## src/hdl/fhc_pkg.sv

```systemverilog
// Purpose: Shared constants and types of the flash host controller
// Assumes: 200 MHz clock; flash pins driven straight from flip-flops
// Notes: Pin times are plain defaults; tune them to the fitted part
package fhc_pkg;
   // ------------------------------------------------------------
   // Clock and pin timing
   // ------------------------------------------------------------
   localparam int CLK_NS = 5;
   localparam int RST_PULSE_NS = 100;
   localparam int RST_WAKE_NS = 100;
   localparam int RST_TO_WRITE_NS = 100;
   localparam int READ_ACCESS_NS = 120;
   localparam int WR_SETUP_NS = 20;
   localparam int WR_PULSE_NS = 60;
   localparam int WR_HOLD_NS = 20;
   localparam int SYNC_STAGES = 2;
   localparam int RST_WAIT_NS = (RST_WAKE_NS > RST_TO_WRITE_NS) ? RST_WAKE_NS : RST_TO_WRITE_NS;
   localparam int CNT_W = 8;
   localparam logic [CNT_W-1:0] T_RST_PULSE = CNT_W'((RST_PULSE_NS + CLK_NS - 1) / CLK_NS);
   localparam logic [CNT_W-1:0] T_RST_WAIT = CNT_W'((RST_WAIT_NS + CLK_NS - 1) / CLK_NS);
   localparam logic [CNT_W-1:0] T_TO_WRITE = CNT_W'((RST_TO_WRITE_NS + CLK_NS - 1) / CLK_NS);
   // Synchroniser delay added so sampled data is really settled
   localparam logic [CNT_W-1:0] T_READ =
      CNT_W'((READ_ACCESS_NS + CLK_NS - 1) / CLK_NS + SYNC_STAGES);
   localparam logic [CNT_W-1:0] T_WR_SETUP = CNT_W'((WR_SETUP_NS + CLK_NS - 1) / CLK_NS);
   localparam logic [CNT_W-1:0] T_WR_PULSE = CNT_W'((WR_PULSE_NS + CLK_NS - 1) / CLK_NS);
   localparam logic [CNT_W-1:0] T_WR_HOLD = CNT_W'((WR_HOLD_NS + CLK_NS - 1) / CLK_NS);
   // ------------------------------------------------------------
   // Widths, pin levels, register map
   // ------------------------------------------------------------
   localparam int ADDR_W = 24;
   localparam int DQ_W = 16;
   localparam int PADDR_W = 8;
   localparam logic [2:0] CS_IDLE = 3'h1;
   localparam logic [2:0] CS_SEL = 3'h0;
   localparam logic [PADDR_W-1:0] REG_CTRL = 8'h00;
   localparam logic [PADDR_W-1:0] REG_ADDR = 8'h04;
   localparam logic [PADDR_W-1:0] REG_WDATA = 8'h08;
   localparam logic [PADDR_W-1:0] REG_RDATA = 8'h0C;
   localparam logic [PADDR_W-1:0] REG_STATUS = 8'h10;
   localparam int CTRL_GO = 0;
   localparam int CTRL_WRITE = 1;
   localparam int CTRL_X16 = 2;
   localparam int CTRL_RESET = 3;
   localparam int CTRL_PEN = 4;
   localparam int STAT_BUSY = 0;
   localparam int STAT_READY = 1;
   localparam int STAT_DEVBUSY = 2;
   localparam logic CTRL_X16_RST = 1'h1;
   // ------------------------------------------------------------
   // Sequencer states
   // ------------------------------------------------------------
   typedef enum logic [7:0] {
      S_RST_GO = 8'h01,
      S_RST_LOW = 8'h02,
      S_RST_WAIT = 8'h04,
      S_IDLE = 8'h08,
      S_RD_WAIT = 8'h10,
      S_WR_SETUP = 8'h20,
      S_WR_PULSE = 8'h40,
      S_WR_HOLD = 8'h80
   } fhc_state_t;
endpackage : fhc_pkg

```

## src/hdl/fhc_timer_if.sv

```systemverilog
// Purpose: Load and done handshake between sequencer and pin timer
// Assumes: Both ends on the same clock
// Notes: Count is loaded in the cycle load is high
`timescale 1ns/1ps
interface fhc_timer_if;
   import fhc_pkg::*;
   logic load;
   logic [CNT_W-1:0] count;
   logic done;
   modport ctl (output load, output count, input done);
   modport tmr (input load, input count, output done);
endinterface : fhc_timer_if

```

## src/hdl/fhc_host.sv

```systemverilog
// Purpose: Host controller driving an asynchronous parallel flash
// Assumes: APB slave for software; flash pins asynchronous to clk
// Notes: Software writes commands as plain bus writes, one per request
`timescale 1ns/1ps
module fhc_host (
   input wire logic clk,
   input wire logic reset,
   input wire logic psel,
   input wire logic penable,
   input wire logic pwrite,
   input wire logic [fhc_pkg::PADDR_W-1:0] paddr,
   input wire logic [31:0] pwdata,
   output logic [31:0] prdata,
   output logic pready,
   output logic pslverr,
   output logic chipSelect0,
   output logic chipSelect1,
   output logic chipSelect2,
   output logic outputDriveN,
   output logic writeStrobeN,
   output logic resetPowerdownN,
   output logic byteWidthSelectN,
   output logic programEnableHigh,
   output logic [fhc_pkg::ADDR_W-1:0] flashAddr,
   output logic [fhc_pkg::DQ_W-1:0] dqOut,
   output logic dqOe,
   input wire logic [fhc_pkg::DQ_W-1:0] dqIn,
   input wire logic statusOutput
);
   import fhc_pkg::*;
   // ------------------------------------------------------------
   // State
   // ------------------------------------------------------------
   typedef struct packed {
      fhc_state_t fsm;
      logic [ADDR_W-1:0] addr;
      logic [DQ_W-1:0] wdata;
      logic [DQ_W-1:0] rdata;
      logic isWrite;
      logic x16;
      logic pen;
      logic ready;
      logic [2:0] cs;
      logic oeN;
      logic weN;
      logic rpN;
      logic dqOe;
      logic [31:0] prdata;
      logic pready;
      logic pslverr;
      logic [CNT_W-1:0] lowCnt;
      logic [CNT_W-1:0] hiCnt;
   } fhc_host_t;
   localparam fhc_host_t RST_ST = '{
      fsm: S_RST_GO, addr: '0, wdata: '0, rdata: '0, isWrite: 1'b0,
      x16: CTRL_X16_RST, pen: 1'b0, ready: 1'b0, cs: CS_IDLE,
      oeN: 1'b1, weN: 1'b1, rpN: 1'b0, dqOe: 1'b0, prdata: '0,
      pready: 1'b0, pslverr: 1'b0, lowCnt: '0, hiCnt: '0};
   fhc_host_t s;
   fhc_host_t n;
   fhc_timer_if tif ();
   logic [DQ_W:0] pinSync;
   logic [DQ_W-1:0] dqSync;
   logic devBusy;
   logic busy;
   logic hit;
   logic [31:0] rd;
   logic commit;
   // ------------------------------------------------------------
   // Pin synchronisers and pin timer
   // ------------------------------------------------------------
   fhc_sync2 #(.W(DQ_W + 1)) u_sync (
      .clk(clk),
      .reset(reset),
      .d({statusOutput, dqIn}),
      .q(pinSync)
   );
   fhc_timer u_timer (
      .clk(clk),
      .reset(reset),
      .t(tif.tmr)
   );
   assign dqSync = pinSync[DQ_W-1:0];
   // Status output low means an internal algorithm is running
   assign devBusy = !pinSync[DQ_W];
   assign busy = (s.fsm != S_IDLE);
   // ------------------------------------------------------------
   // Register decode
   // ------------------------------------------------------------
   always_comb
   begin
      hit = 1'b1;
      rd = '0;
      unique case (paddr)
         REG_CTRL:
         begin
            rd[CTRL_WRITE] = s.isWrite;
            rd[CTRL_X16] = s.x16;
            rd[CTRL_PEN] = s.pen;
         end
         REG_ADDR: rd[ADDR_W-1:0] = s.addr;
         REG_WDATA: rd[DQ_W-1:0] = s.wdata;
         REG_RDATA: rd[DQ_W-1:0] = s.rdata;
         REG_STATUS:
         begin
            rd[STAT_BUSY] = busy;
            rd[STAT_READY] = s.ready;
            rd[STAT_DEVBUSY] = devBusy;
         end
         default: hit = 1'b0;
      endcase
   end
   // Writes land at the edge where the master samples pready high
   assign commit = s.pready && psel && penable && pwrite && hit && !busy;
   // ------------------------------------------------------------
   // Next state
   // ------------------------------------------------------------
   always_comb
   begin
      n = s;
      tif.load = 1'b0;
      tif.count = '0;
      n.lowCnt = s.rpN ? '0 : ((s.lowCnt == '1) ? s.lowCnt : s.lowCnt + CNT_W'(1));
      n.hiCnt = !s.rpN ? '0 : ((s.hiCnt == '1) ? s.hiCnt : s.hiCnt + CNT_W'(1));
      unique case (s.fsm)
         S_RST_GO:
         begin
            // Deselect and float everything while the device powers down
            n.rpN = 1'b0;
            n.cs = CS_IDLE;
            n.oeN = 1'b1;
            n.weN = 1'b1;
            n.dqOe = 1'b0;
            tif.load = 1'b1;
            tif.count = T_RST_PULSE;
            n.fsm = S_RST_LOW;
         end
         S_RST_LOW:
         begin
            if (tif.done)
            begin
               n.rpN = 1'b1;
               tif.load = 1'b1;
               // Covers both wake-up and reset-to-write recovery
               tif.count = T_RST_WAIT;
               n.fsm = S_RST_WAIT;
            end
         end
         S_RST_WAIT:
         begin
            if (tif.done)
            begin
               n.ready = 1'b1;
               n.fsm = S_IDLE;
            end
         end
         S_IDLE:
         begin
         end
         S_RD_WAIT:
         begin
            if (tif.done)
            begin
               n.rdata = s.x16 ? dqSync : {8'h00, dqSync[7:0]};
               n.oeN = 1'b1;
               n.cs = CS_IDLE;
               n.fsm = S_IDLE;
            end
         end
         S_WR_SETUP:
         begin
            if (tif.done)
            begin
               n.weN = 1'b0;
               tif.load = 1'b1;
               tif.count = T_WR_PULSE;
               n.fsm = S_WR_PULSE;
            end
         end
         S_WR_PULSE:
         begin
            if (tif.done)
            begin
               // Strobe rises first so the device latches before deselect
               n.weN = 1'b1;
               tif.load = 1'b1;
               tif.count = T_WR_HOLD;
               n.fsm = S_WR_HOLD;
            end
         end
         S_WR_HOLD:
         begin
            if (tif.done)
            begin
               n.cs = CS_IDLE;
               n.dqOe = 1'b0;
               n.fsm = S_IDLE;
            end
         end
      endcase
      // APB: first access edge loads read data, second one completes
      if (s.pready)
      begin
         n.pready = 1'b0;
         n.pslverr = 1'b0;
      end
      else if (psel && penable)
      begin
         n.pready = 1'b1;
         n.pslverr = !hit;
         n.prdata = rd;
      end
      if (commit)
      begin
         unique case (paddr)
            REG_ADDR: n.addr = pwdata[ADDR_W-1:0];
            REG_WDATA: n.wdata = pwdata[DQ_W-1:0];
            REG_CTRL:
            begin
               n.isWrite = pwdata[CTRL_WRITE];
               n.x16 = pwdata[CTRL_X16];
               n.pen = pwdata[CTRL_PEN];
               if (pwdata[CTRL_RESET])
               begin
                  n.ready = 1'b0;
                  n.fsm = S_RST_GO;
               end
               else if (pwdata[CTRL_GO] && s.ready)
               begin
                  n.cs = CS_SEL;
                  tif.load = 1'b1;
                  if (pwdata[CTRL_WRITE])
                  begin
                     n.dqOe = 1'b1;
                     tif.count = T_WR_SETUP;
                     n.fsm = S_WR_SETUP;
                  end
                  else
                  begin
                     // Strobe stays high for the whole read
                     n.oeN = 1'b0;
                     tif.count = T_READ;
                     n.fsm = S_RD_WAIT;
                  end
               end
            end
            default:
            begin
            end
         endcase
      end
   end
   always_ff @(posedge clk)
   begin
      if (reset)
      begin
         // Same reset as the host pulls the flash reset pin low
         s <= RST_ST;
      end
      else
      begin
         s <= n;
      end
   end
   // ------------------------------------------------------------
   // Outputs
   // ------------------------------------------------------------
   assign prdata = s.prdata;
   assign pready = s.pready;
   assign pslverr = s.pslverr;
   assign chipSelect0 = s.cs[0];
   assign chipSelect1 = s.cs[1];
   assign chipSelect2 = s.cs[2];
   assign outputDriveN = s.oeN;
   assign writeStrobeN = s.weN;
   assign resetPowerdownN = s.rpN;
   assign byteWidthSelectN = s.x16;
   assign programEnableHigh = s.pen;
   assign flashAddr = s.addr;
   assign dqOut = s.wdata;
   assign dqOe = s.dqOe;
   // ------------------------------------------------------------
   // Checks
   // ------------------------------------------------------------
   property p_read_strobe_high;
      @(posedge clk) disable iff (reset)
      !s.oeN |-> s.weN && !s.dqOe && (s.cs == CS_SEL);
   endproperty
   a_read_strobe_high: assert property (p_read_strobe_high)
      else $error("strobe low or data driven during read");
   property p_reset_pulse;
      @(posedge clk) disable iff (reset)
      $rose(s.rpN) |-> s.lowCnt >= T_RST_PULSE;
   endproperty
   a_reset_pulse: assert property (p_reset_pulse)
      else $error("reset pulse shorter than minimum");
   property p_reset_to_write;
      @(posedge clk) disable iff (reset)
      $fell(s.weN) |-> s.rpN && (s.hiCnt >= T_TO_WRITE);
   endproperty
   a_reset_to_write: assert property (p_reset_to_write)
      else $error("command written too soon after reset");
   property p_system_reset;
      @(posedge clk) disable iff (reset)
      $fell(reset) |-> !s.rpN && (s.cs == CS_IDLE) ##1 !s.rpN;
   endproperty
   a_system_reset: assert property (p_system_reset)
      else $error("flash reset not held with system reset");
   property p_write_addr_stable;
      @(posedge clk) disable iff (reset)
      !s.weN |=> $stable(s.addr) && $stable(s.wdata) && s.dqOe && (s.cs == CS_SEL);
   endproperty
   a_write_addr_stable: assert property (p_write_addr_stable)
      else $error("command address or data moved during write");
endmodule : fhc_host

```

## src/hdl/fhc_sync2.sv

```systemverilog
// Purpose: Two-stage synchroniser for flash pins read back by the host
// Assumes: Inputs are asynchronous levels
// Notes: First stage feeds only the second stage
`timescale 1ns/1ps
module fhc_sync2 #(
   parameter int W = 1
) (
   input wire logic clk,
   input wire logic reset,
   input wire logic [W-1:0] d,
   output logic [W-1:0] q
);
   import fhc_pkg::*;
   typedef struct packed {
      logic [W-1:0] s1;
      logic [W-1:0] s2;
   } fhc_sync_t;
   fhc_sync_t s;
   fhc_sync_t n;

   always_comb
   begin
      n.s1 = d;
      n.s2 = s.s1;
   end

   always_ff @(posedge clk)
   begin
      if (reset)
      begin
         s <= '0;
      end
      else
      begin
         s <= n;
      end
   end

   assign q = s.s2;
endmodule : fhc_sync2

```

## src/hdl/fhc_timer.sv

```systemverilog
// Purpose: Down counter that times every flash pin phase
// Assumes: Loaded counts are at least one
// Notes: Done stays high once zero is reached until the next load
`timescale 1ns/1ps
module fhc_timer (
   input wire logic clk,
   input wire logic reset,
   fhc_timer_if.tmr t
);
   import fhc_pkg::*;
   typedef struct packed {
      logic [CNT_W-1:0] cnt;
   } fhc_tmr_t;
   fhc_tmr_t s;
   fhc_tmr_t n;

   always_comb
   begin
      n = s;
      if (t.load)
      begin
         n.cnt = t.count;
      end
      else if (s.cnt != '0)
      begin
         n.cnt = s.cnt - CNT_W'(1);
      end
   end

   always_ff @(posedge clk)
   begin
      if (reset)
      begin
         s <= '0;
      end
      else
      begin
         s <= n;
      end
   end

   assign t.done = (s.cnt == '0);
endmodule : fhc_timer

```

## config.mk

```make
export PLATFORM = sky130hd
export DESIGN_NAME = fhc_host
export DESIGN_NICKNAME = d
export VERILOG_FILES = /design/src/hdl/fhc_pkg.sv /design/src/hdl/fhc_timer_if.sv /design/src/hdl/fhc_host.sv /design/src/hdl/fhc_sync2.sv /design/src/hdl/fhc_timer.sv
export SDC_FILE = /design/constraint.sdc
export NUM_CORES = 1
export LEC_CHECK = 0
export CAP_MARGIN = 5
export CORE_UTILIZATION = 35
export DETAILED_ROUTE_END_ITERATION = 10
export DONT_BUFFER_PORTS = 1
export PLACE_DENSITY = 0.54
export RECOVER_POWER = 100
export SLEW_MARGIN = 20
export SYNTH_ARGS = -nofsm -noshare
export SYNTH_HDL_FRONTEND = slang
export SYNTH_SLANG_ARGS = --single-unit
```

## constraint.sdc

```tcl
create_clock -name clk -period 3 [get_ports clk]
set_input_delay 0.6 -clock clk [delete_from_list [all_inputs] [get_ports clk]]
set_output_delay 0.6 -clock clk [all_outputs]
set_load 0.005 [all_outputs]
```

==> metrics.txt <==
initial antenna violation count 0; Die Height 134.8 um; Cells after Synth 649; Layout area overhead 2.960%; IO Pins 145; clk buf depth 2; crit path max fanout 9; final cycle utilization of the critical path 0.8494; EDFF count, synth 0; first-pass GRT wire length 21.96 mm; Tmin final 2.548 ns; vias in the first global route 3919; worst hold slack 0.2593 ns; drt first pass iters 4; Clk pin slew, worst setup/hold paths 0.06 ns; Post-Synthesis Cell Area 6171 sq um; vias per cell 5.028; Peak VDD IR 0.3893 mV; final slew viol count 0; Worst Setup Path Type register to register; Port Buffers 0; final core occ 0.3686; Final setup viols 0; vias 4073; # diodes 0; commonest non-fill, non-tap cell in the layout dfxtp_1; Die Wd 134.8 um; DR WL/cell 17.48 um; Power Density 722.9 nW/um^2; commonest cells after routing, fill and taps aside 143 x dfxtp_1, 80 x nor2_1, 43 x mux2i_1; Crit path required time 3.31 ns; Setup Total Neg Slack 0 ns; syn_area_per_cell 9.508 sq um; startpoint types register; CP Capture Type register; Total GRT Usage 0.1600; Worst Tran Pin Value 1.337 ns; Root Buffer clkbuf_16; FF+latch count, synth 143; maxcap violations 0; count of different cell masters after synthesis 64; Synth Flop Type dfxtp_1; Starting Density 0.3580; grt ovf 0; RSZ-0062 raised after global routing no; share of cells above drive strength 1 0.1111; relative slew slack 0.1086; Routed Antenna Nets 0; post_cts resized 0; largest net degree at the start of global routing 135; Core Region 17240 sq um; clock sink count 143; Post-DP HPWL 9.811 mm; hold_buf cts 0; iteration-0 DRC count of the detailed router 246; wirelength, routed 14.16 mm; Post-layout nets 635; status finished clean; clk_lat worst skew 0.42 ns; H-tree lvl count 4; crit path DAT 2.86 ns; final hold viol count 0; sequential area share after synthesis 0.4639; buffer count from post-CTS setup fixing 0; Leak Pwr 2.558 nW; HP Class primary input to register; Inserted Clock Buffers 17; CTS tree done; Yosys warning count 0; routability cong. 0.8386; row count 48; f_max 392.4 MHz; Setup Skew 0.01146 ns; Remaining DRCs 0; share of flip-flops with an asynchronous set or reset 0; Die ar. 18170 sq um
## metal layers
layer | global-route usage | vias up | routed length (um)
met3 | 0.05405 | 17 | 981
met1 | 0.2092 | 1923 | 6818
met5 | 0 | - | 0
li1 | - | 2005 | -
met4 | 0.06554 | 0 | 210
met2 | 0.2403 | 128 | 6146
## where the power goes
group          internal, W  leakage, nW  switching [W]
clock network      0.00117        0.275       0.000832
logic             0.000241         1.12       0.000320
registers          0.00197         1.16      0.0000603
total              0.00338         2.56        0.00121
## worst max-delay path, cell delays in order, from the launching register on
cell and delay, ns:
dfxtp_1 0.38, or4_1 0.65, nor4_4 0.44, nand3b_1 0.33
o21ai_0 0.41, o21ba_2 0.21
## through the flow
step           cells  total power (W)  setup slack [ns]  area, sq um
2_1_floorplan    656         0.002527            0.6396         6197
3_3_place_gp     778         0.002667            0.4855         5834
3_5_place_dp     778         0.002669            0.5182         5834
4_1_cts          810         0.004687            0.5848         6391
5_1_grt          810         0.004809            0.2560         6354
6_report         810         0.004593            0.4517         6354
## Yosys cell counts (5+ instances only)
cell type / number / area (sq um)
a21oi_1: 24 / 120.1
a22o_1: 12 / 105.1
a22oi_1: 24 / 180.2
buf_4: 73 / 548.0
clkbuf_1: 32 / 120.1
dfxtp_1: 143 / 2863
inv_1: 7 / 26.28
mux2_2: 13 / 146.4
mux2i_1: 43 / 430.4
nand2_1: 36 / 135.1
nand2b_1: 6 / 37.54
nand3_1: 12 / 60.06
nor2_1: 80 / 300.3
nor2b_1: 39 / 244.0
nor3_1: 5 / 25.02
nor4_1: 7 / 43.79
o21ai_0: 10 / 50.05
## final cells by class
type	instances	area, sq um
well taps	225	281.5
fillers	1750	10880
inverters	7	26.28
clock inverters	12	110.1
multi-input cells	392	2565
clock buffers	20	446.7
repair buffers	11	61.31
flip-flops and latches	143	2863
## registers in the layout, summed over array words and instances (netlist names), 8 cells and up
signal     cells
prdata        24
u_sync.n      17
flashAddr     24
u_sync.q      17
s             26
dqOut         16
u_timer.s      8
## logic make-up (layout without fill, tap and decap cells)
group                      count (synthesis)  count (layout)  synth area share
and+or+nand+nor                          221             221            0.1894
DFF                                      143             143            0.4639
buffers and inverters                    121              50            0.1231
AOI/OAI and AO/OA                         98              98            0.1095
muxes                                     59              59            0.1044
xor gates and xnor gates                   5               5          0.007098
adders and majority gates                  1               1          0.002027
other                                      1               8         0.0006077
## final timing paths
kind,end,slack [ns],cells after the start,start
setup / recovery,s[120],0.45,5,s[117]
hold / removal,u_sync.n[1],0.26,1,reset
setup reg to reg,s[120],0.45,5,s[117]
hold reg to reg,u_sync.q[10],0.43,1,u_sync.n[10]
No activity file was read; power rests on OpenSTA's default activity.
